==> config.mk <==
export PLATFORM = sky130hd
export DESIGN_NAME = bcb_top
export DESIGN_NICKNAME = d
export VERILOG_FILES = /design/src/rtl/bcb_pkg.sv /design/src/rtl/bcb_top.sv
export VERILOG_INCLUDE_DIRS = /design/src /design/src/rtl
export SDC_FILE = /design/constraint.sdc
export NUM_CORES = 1
export LEC_CHECK = 0
export BUFFER_PORTS_ARGS = -buffer_cell sky130_fd_sc_hd__buf_2
export CAP_MARGIN = 20
export CORE_ASPECT_RATIO = 1.2
export CORE_MARGIN = 2
export CORE_UTILIZATION = 45
export CTS_CLUSTER_SIZE = 40
export DETAILED_ROUTE_END_ITERATION = 10
export GPL_TIMING_DRIVEN = 0
export HOLD_SLACK_MARGIN = 0.12
export PLACE_DENSITY = 0.72
export SETUP_SLACK_MARGIN = 0.4
export SYNTH_ARGS = -nofsm -noshare
export SYNTH_HDL_FRONTEND = slang
export SYNTH_SLANG_ARGS = --single-unit
==> constraint.sdc <==
create_clock -name clock_i -period 1.7 [get_ports clock_i]
set_input_delay 0.17 -clock clock_i [delete_from_list [all_inputs] [get_ports clock_i]]
set_output_delay 0.17 -clock clock_i [all_outputs]
set_load 0.02 [all_outputs]
==> src/rtl/bcb_defines.svh <==
// constants for the button controlled boost pwm sequencer
// assumes a 250 MHz system clock and an active-low push button
`ifndef BCB_DEFINES_SVH
`define BCB_DEFINES_SVH

// clock rates in MHz
`define BCB_SYS_MHZ        250
`define BCB_SLOW_MHZ       8
// 8 MHz enable from a phase accumulator: adds 4 of 125 each clock
`define BCB_ACC_STEP       7'h04
`define BCB_ACC_MOD        7'h7D

// times and the oscillator rate in their own units
`define BCB_TICK_US        10000
`define BCB_OSC_KHZ        100
`define BCB_REF_PERIOD_US  508
`define BCB_REF_STEP_US    64
`define BCB_DEBOUNCE_MS    300
`define BCB_TICK_MS        10

// derived counts, all in 8 MHz enable pulses or in 10 ms ticks
`define BCB_TICK_COUNT     (`BCB_TICK_US * `BCB_SLOW_MHZ)
`define BCB_OSC_COUNT      ((`BCB_SLOW_MHZ * 1000) / `BCB_OSC_KHZ)
`define BCB_REF_COUNT      (`BCB_REF_PERIOD_US * `BCB_SLOW_MHZ)
`define BCB_REF_STEP       (`BCB_REF_STEP_US * `BCB_SLOW_MHZ)
`define BCB_DEBOUNCE_TICKS (`BCB_DEBOUNCE_MS / `BCB_TICK_MS)

// nested hold counters: 10 x 20 ticks of 10 ms gives 2 s
`define BCB_INNER_LOAD     4'hA
`define BCB_OUTER_LOAD     5'h14

// setpoint levels: 0 is 40 V, 5 is 15 V
`define BCB_LEVEL_TOP      3'h0
`define BCB_LEVEL_LAST     3'h5

// register offsets
`define BCB_ADDR_DUTY_HIGH 8'h00
`define BCB_ADDR_DUTY_CTRL 8'h04
`define BCB_ADDR_STATUS    8'h08
// reset values and field positions
`define BCB_DUTY_HIGH_RST  8'h0A
`define BCB_DUTY_CTRL_RST  8'h00
`define BCB_DUTY_LSB_HI    5
`define BCB_DUTY_LSB_LO    4

`endif

==> src/rtl/bcb_pkg.sv <==
// types shared by the boost pwm sequencer
// assumes nothing beyond a SystemVerilog tool
package bcb_pkg;
  // sequencer states, one-hot
  typedef enum logic [5:0] {
    BCB_SLEEP   = 6'h01,
    BCB_WAKE    = 6'h02,
    BCB_RUN     = 6'h04,
    BCB_HOLD    = 6'h08,
    BCB_DEBNC   = 6'h10,
    BCB_RELEASE = 6'h20
  } bcb_state_t;
endpackage : bcb_pkg

==> src/rtl/bcb_top.sv <==
// push-button boost sequencer: hold timing, setpoint stepping, two pwm outputs
// assumes one 250 MHz clock, a raw asynchronous button pin and a simple register port
`timescale 1ns/1ps
`default_nettype none
`include "bcb_defines.svh"

module bcb_top #(
  parameter int TICK_DIV = `BCB_TICK_COUNT
) (
  // clock and reset
  input  wire logic       clock_i,
  input  wire logic       rst_i,
  // register port
  input  wire logic [7:0] addr_i,
  input  wire logic [7:0] wdata_i,
  input  wire logic       wr_i,
  input  wire logic       rd_i,
  output logic      [7:0] rdata_o,
  // button pin, low while pressed
  input  wire logic       button_in_n_i,
  // converter drive
  output logic            osc_pulse_out_o,
  output logic            reference_out_o,
  output logic            run_flag_o
);

  bcb_pkg::bcb_state_t state;
  bcb_pkg::bcb_state_t next_state;

  logic [6:0]  acc;
  logic        slow_en;
  logic [16:0] tick_cnt;
  logic        tick;
  logic        btn_meta;
  logic        btn_sync;
  logic        btn_last;
  logic        pressed;
  logic        changed;
  logic [3:0]  inner_hold_counter;
  logic [4:0]  outer_hold_counter;
  logic        long_hit;
  logic [4:0]  debounce_cnt;
  logic        run_flag;
  logic [2:0]  level;
  logic [7:0]  duty_high_byte;
  logic [7:0]  duty_control_field;
  logic [9:0]  duty;
  logic [6:0]  osc_cnt;
  logic [11:0] reference_timer;
  logic [11:0] ref_off;
  logic        measuring;

  // 8 MHz enable; 250/8 is not whole, so a phase accumulator keeps the average exact
  // the compare carries a spare bit, since acc plus the step can reach 128
  always_ff @(posedge clock_i) begin
    if (rst_i) begin
      acc     <= 7'h00;
      slow_en <= 1'b0;
    end else if ({1'b0, acc} + {1'b0, `BCB_ACC_STEP} >= {1'b0, `BCB_ACC_MOD}) begin
      acc     <= acc + `BCB_ACC_STEP - `BCB_ACC_MOD;
      slow_en <= 1'b1;
    end else begin
      acc     <= acc + `BCB_ACC_STEP;
      slow_en <= 1'b0;
    end
  end

  // 10 ms tick_timer built on the 8 MHz enable
  always_ff @(posedge clock_i) begin
    if (rst_i) begin
      tick_cnt <= 17'h00000;
      tick     <= 1'b0;
    end else begin
      tick <= 1'b0;
      if (slow_en) begin
        if (tick_cnt == 17'(TICK_DIV - 1)) begin
          tick_cnt <= 17'h00000;
          tick     <= 1'b1;
        end else begin
          tick_cnt <= tick_cnt + 17'h00001;
        end
      end
    end
  end

  // button synchroniser; btn_meta feeds only btn_sync, all reset to the released level
  always_ff @(posedge clock_i) begin
    if (rst_i) begin
      btn_meta <= 1'b1;
      btn_sync <= 1'b1;
      btn_last <= 1'b1;
    end else begin
      btn_meta <= button_in_n_i;
      btn_sync <= btn_meta;
      btn_last <= btn_sync;
    end
  end

  assign pressed   = ~btn_sync;
  assign changed   = btn_sync ^ btn_last;
  assign measuring = (state == bcb_pkg::BCB_WAKE) || (state == bcb_pkg::BCB_HOLD);

  // nested hold counters, reloaded whenever no press is being timed
  always_ff @(posedge clock_i) begin
    if (rst_i || !measuring) begin
      inner_hold_counter <= `BCB_INNER_LOAD;
      outer_hold_counter <= `BCB_OUTER_LOAD;
      long_hit           <= 1'b0;
    end else if (tick && !long_hit) begin
      if (inner_hold_counter == 4'h1) begin
        inner_hold_counter <= `BCB_INNER_LOAD;
        if (outer_hold_counter == 5'h01) begin
          long_hit <= 1'b1; // 200 ticks reached
        end else begin
          outer_hold_counter <= outer_hold_counter - 5'h01;
        end
      end else begin
        inner_hold_counter <= inner_hold_counter - 4'h1;
      end
    end
  end

  // debounce counter runs in ticks only inside the debounce state
  always_ff @(posedge clock_i) begin
    if (rst_i || state != bcb_pkg::BCB_DEBNC) begin
      debounce_cnt <= 5'h00;
    end else if (tick) begin
      debounce_cnt <= debounce_cnt + 5'h01;
    end
  end

  // sequencer next-state logic
  always_comb begin
    next_state = state;
    case (state)
      bcb_pkg::BCB_SLEEP: begin
        if (changed && pressed) begin
          next_state = bcb_pkg::BCB_WAKE;
        end
      end
      bcb_pkg::BCB_WAKE: begin
        if (long_hit) begin
          next_state = bcb_pkg::BCB_RELEASE;
        end else if (!pressed) begin
          next_state = bcb_pkg::BCB_SLEEP;
        end
      end
      bcb_pkg::BCB_RUN: begin
        if (pressed) begin
          next_state = bcb_pkg::BCB_HOLD;
        end
      end
      bcb_pkg::BCB_HOLD: begin
        if (long_hit) begin
          next_state = bcb_pkg::BCB_RELEASE;
        end else if (!pressed) begin
          next_state = bcb_pkg::BCB_DEBNC;
        end
      end
      bcb_pkg::BCB_DEBNC: begin
        if (debounce_cnt == 5'(`BCB_DEBOUNCE_TICKS)) begin
          next_state = bcb_pkg::BCB_RUN;
        end
      end
      bcb_pkg::BCB_RELEASE: begin
        // wait out the long press so its release is not taken as a short press
        if (!pressed) begin
          next_state = run_flag ? bcb_pkg::BCB_RUN : bcb_pkg::BCB_SLEEP;
        end
      end
      default: begin
        next_state = bcb_pkg::BCB_SLEEP;
      end
    endcase
  end

  // state register; reset lands in sleep
  always_ff @(posedge clock_i) begin
    if (rst_i) begin
      state <= bcb_pkg::BCB_SLEEP;
    end else begin
      state <= next_state;
    end
  end

  // run flag toggles only on a completed long press
  always_ff @(posedge clock_i) begin
    if (rst_i) begin
      run_flag <= 1'b0;
    end else if (state == bcb_pkg::BCB_WAKE && long_hit) begin
      run_flag <= 1'b1;
    end else if (state == bcb_pkg::BCB_HOLD && long_hit) begin
      run_flag <= 1'b0;
    end
  end

  // setpoint level: 0 is 40 V, each step is 5 V lower
  always_ff @(posedge clock_i) begin
    if (rst_i) begin
      level <= `BCB_LEVEL_TOP;
    end else if (state == bcb_pkg::BCB_WAKE && long_hit) begin
      level <= `BCB_LEVEL_TOP;
    end else if (state == bcb_pkg::BCB_HOLD && !long_hit && !pressed) begin
      if (level == `BCB_LEVEL_LAST) begin
        level <= `BCB_LEVEL_TOP; // wrap 15 V to 40 V
      end else begin
        level <= level + 3'h1;
      end
    end
  end

  // duty registers, written over the register port
  always_ff @(posedge clock_i) begin
    if (rst_i) begin
      duty_high_byte     <= `BCB_DUTY_HIGH_RST;
      duty_control_field <= `BCB_DUTY_CTRL_RST;
    end else if (wr_i) begin
      if (addr_i == `BCB_ADDR_DUTY_HIGH) begin
        duty_high_byte <= wdata_i;
      end
      if (addr_i == `BCB_ADDR_DUTY_CTRL) begin
        duty_control_field <= wdata_i;
      end
    end
  end

  // only bits 5:4 of the control field reach the duty; others just store
  assign duty = {duty_high_byte,
                 duty_control_field[`BCB_DUTY_LSB_HI:`BCB_DUTY_LSB_LO]};

  // register read, data valid the cycle after the strobe, zero otherwise
  always_ff @(posedge clock_i) begin
    if (rst_i) begin
      rdata_o <= 8'h00;
    end else if (rd_i) begin
      case (addr_i)
        `BCB_ADDR_DUTY_HIGH: rdata_o <= duty_high_byte;
        `BCB_ADDR_DUTY_CTRL: rdata_o <= duty_control_field;
        `BCB_ADDR_STATUS:    rdata_o <= {4'h0, level, run_flag};
        default:             rdata_o <= 8'h00;
      endcase
    end else begin
      rdata_o <= 8'h00;
    end
  end

  // 100 kHz oscillator period counter, 80 slow enables long
  always_ff @(posedge clock_i) begin
    if (rst_i || !run_flag) begin
      osc_cnt <= 7'h00;
    end else if (slow_en) begin
      if (osc_cnt == 7'(`BCB_OSC_COUNT - 1)) begin
        osc_cnt <= 7'h00;
      end else begin
        osc_cnt <= osc_cnt + 7'h01;
      end
    end
  end

  // 508 us reference_timer, independent of the oscillator counter
  always_ff @(posedge clock_i) begin
    if (rst_i || !run_flag) begin
      reference_timer <= 12'h000;
    end else if (slow_en) begin
      if (reference_timer == 12'(`BCB_REF_COUNT - 1)) begin
        reference_timer <= 12'h000;
      end else begin
        reference_timer <= reference_timer + 12'h001;
      end
    end
  end

  // off-time grows by 64 us per step; product fits 12 bits for levels 0..5
  assign ref_off = 12'(level * `BCB_REF_STEP);

  // outputs from flip-flops, forced low while not running
  always_ff @(posedge clock_i) begin
    if (rst_i || !run_flag) begin
      osc_pulse_out_o <= 1'b0;
      reference_out_o <= 1'b0;
    end else begin
      // a duty above the period just holds the pulse high
      osc_pulse_out_o <= ({3'h0, osc_cnt} < duty);
      // low for the off-time at the start of each period, then high
      reference_out_o <= (reference_timer >= ref_off);
    end
  end

  assign run_flag_o = run_flag;

endmodule : bcb_top
`default_nettype wire

==> results.md <==
- First-pass GRT wire length: 19,500 µm
- Fin nets: 679
- Num CTS Buffers: 9
- Crit Path Category: flip-flop to flip-flop
- Core ar.: around 10,000 µm²
- Die area: approximately 11,000 µm²
- Worst Min Path Start: rd_i
- Antenna viol nets, final: 0
- Root Driver: clkbuf_16
- Top_reg_cell synth: dfxtp_1
- Core Util, Final: 0.662
- Gpl congestion: 0.821
- Max Buffers Root-to-Sink: 2
- Total grt overflow: 0
- Antenna violations before repair: 0
- Wirelength per Cell: 15.9 µm
- Port bufs: 30
- Post-synthesis sequential area ratio: 0.423
- Cell variety after synth: between 50 and 60
- Number of synthesized flops with an enable pin: 0
- Max Freq: 525 MHz
- Mapped Area: 4680 µm²
- Clk sinks: 99
- Hold Crit Class: primary input to flip-flop
- RSZ-0062 raised after global routing: true
- Number of global-route vias before repair: 4,221
- Arrival time at the worst endpoint: 2.14 ns
- Critical path fanouts, max: 4
- Depth of the most critical reg-to-reg path: 6
- Layout Cells excl Fill: approximately 770
- CP Launch Type: flip-flop
- Number of synthesized register bits: slightly below 100
- Htree depth: 3
- GRT Total Usage: 0.213
- Count leader, synth: dfxtp_1
- Max-Slew Margin vs Limit: 0.584
- Syn_area_per_cell: 8.80 µm²
- Clock period minus worst slack: 1.90 ns
- Worst hold path depth: 4
- Final setup viols: 14
- Max Cap Viol: 0
- Post-layout instance area: 6660 µm²
- Max IR drop VDD: 0.458 mV
- Slew @ Worst Pin: between 0.6 and 0.7 ns
- FF-to-FF Start: state[0]
- Largest cells by area after synthesis: dfxtp_1 42%, nor2_1 7.5%, ha_1 6.1%
- Setup slack after layout: -0.205 ns
- Initial core utilization: 0.465
- Failing checks: negative setup slack
- Worst-path clk slew: ~0.070 ns
- Worst endpoint required time: 1.94 ns
- Critical Path End Type: flip-flop
- Yosys top cell area share: 0.423
- Skew final: 0.00705 ns
- Layout cells sized above 1: 0.381
- Synth area leader: dfxtp_1
- Placed Area: 5200 µm²
- Synth async-reset ratio: 0
- Clock latency on the worst-skew pair: around 0.35 ns
- Post-DP HPWL: 7290 µm
- Syn Nets: 576
- Synth Warn #: 0
- I/O pin cnt: 32
- Final hold viol count: 0
- CTS tree: done
- Status: finished with violations
- Final Max Tran Viols: 0
- Period utilisation layout: 1.12
- Chip width: between 90 and 100 µm
- Power per cell area: between 700 and 800 nW/µm²
- Largest net degree at the start of global routing: 17
- Drt drc: 0
- Via density: 5.45
- DRT Pass-1 Iters: 4
- Rows: 40
- Via count: 4,171
- Routed WL: ~12,000 µm
- Iteration-0 DRC Markers: 161
- Synth top cells by count: 99 x dfxtp_1, 94 x nor2_1, 42 x nand2_1, 27 x inv_1, 26 x mux2i_1
- Dpl cells: 688
- DIE HEIGHT: 116 µm
- Lkg Pwr: about 2.4 nW
- Critical Path Start: state[0]
- Layout area overhead: 42.3%
- Inserted Diodes: 0
- Cell count after synthesis: approximately 530
[layout make-up]
cell class / instances / area [µm²]
clock buffers: 9 / 225
plain buffers: 16 / 133
inverters: 27 / 104
clock inverters: 7 / 45.0
flip-flops and latches: 99 / 2040
well taps: 126 / 158
fillers: 742 / 3400
multi-input cells: 390 / 3240
repair buffers: 92 / 719
[cell families after synthesis]
logic type	count (synthesis)	synth area share
adders and majority gates	24	0.0636
xor gates and xnor gates	47	0.0879
DFF	99	0.423
AOI/OAI and AO/OA	64	0.0943
buffers and inverters	43	0.0377
and+or+nand+nor	229	0.238
muxes	26	0.0556
[placed cells by master (no fill, tap or decap), types with 3 or more instances in the layout]
master and count:
buf_8 3, nor4_4 6, mux2i_1 26, xnor2_1 21
o21ai_1 3, dfxtp_1 67, and2_1 4, ha_1 15
ha_4 7, o21ai_0 11, dfxtp_2 25, nand2b_1 5
nand3_1 8, dfxtp_4 7, o211ai_1 4, nor2_4 16
a21oi_1 14, clkbuf_1 3, buf_2 33, clkinv_2 4
nand4_1 17, buf_6 19, nand2_1 41, xor2_1 21
buf_4 36, inv_1 24, nand3_4 3, nor2b_4 4
nor2_1 71, xor2_2 3, dlygate4sd3_1 9, a21oi_2 5
nor2_2 7, nor3_1 6, or3_1 3, nand2b_4 3
clkbuf_16 10
[what timing repair did]
item | CTS | global route
buffers inserted | 38 | 12
pin swaps | 45 | 37
setup endpoints to repair | 78 | 78
gates resized for setup | 113 | 60
endpoints found under the hold margin | 17 | 0
cloned | 2 | 1
hold buffers | 9 | 0
[power by group]
part           internal [mW]  leakage (nW)  switching [mW]
clock                  0.986         0.135           0.887
sequential              2.34         0.816          0.0164
combinational          0.359          1.50           0.366
[worst paths after layout]
| path | endpoint | slack (ns) |
|---|---|---|
| max | state[0] | -0.20 |
| min | rdata_o[2] | 0.25 |
| max reg2reg | state[0] | -0.20 |
| min reg2reg | btn_sync | 0.41 |
[metrics by stage]
stage               hold slack [ns]  setup slack [ns]  TNS [ns]  power (mW)
floorplan                     0.274            -0.133    -0.212        2.77
global placement              0.384            -0.372     -3.18        2.87
detailed placement            0.388            -0.354     -3.44        2.88
CTS                           0.247            -0.172    -0.880        4.91
global route                  0.271            -0.242     -2.46        5.13
finish                        0.248            -0.205     -1.37        4.96
[per-layer routing]
layer  GRT usage  wire length [µm]  vias to the layer above
met2       0.419              6840                       70
met5           0                 0                        -
met4      0.0854               261                        0
li1            -                 -                     2038
met1       0.229              4750                     2040
met3      0.0320               363                       23
[state kept, by name (all words and copies together), names as in the netlist, 3 cells and up]
name and cells:
osc_cnt 7, level 3, duty_high_byte 8, tick_cnt 17, inner_hold_counter 4, state 6, duty_control_field 8, reference_timer 12
rdata_o 8, acc 7, outer_hold_counter 5, debounce_cnt 5
[worst max-delay path, stage by stage (launching register included)]
cell and delay (ns):
dfxtp_2 0.32, buf_6 0.10, or4_4 0.52, nand2b_4 0.17
o31a_1 0.26, o2111a_2 0.16, a211o_1 0.26
Power figures use the tool's default switching activity.
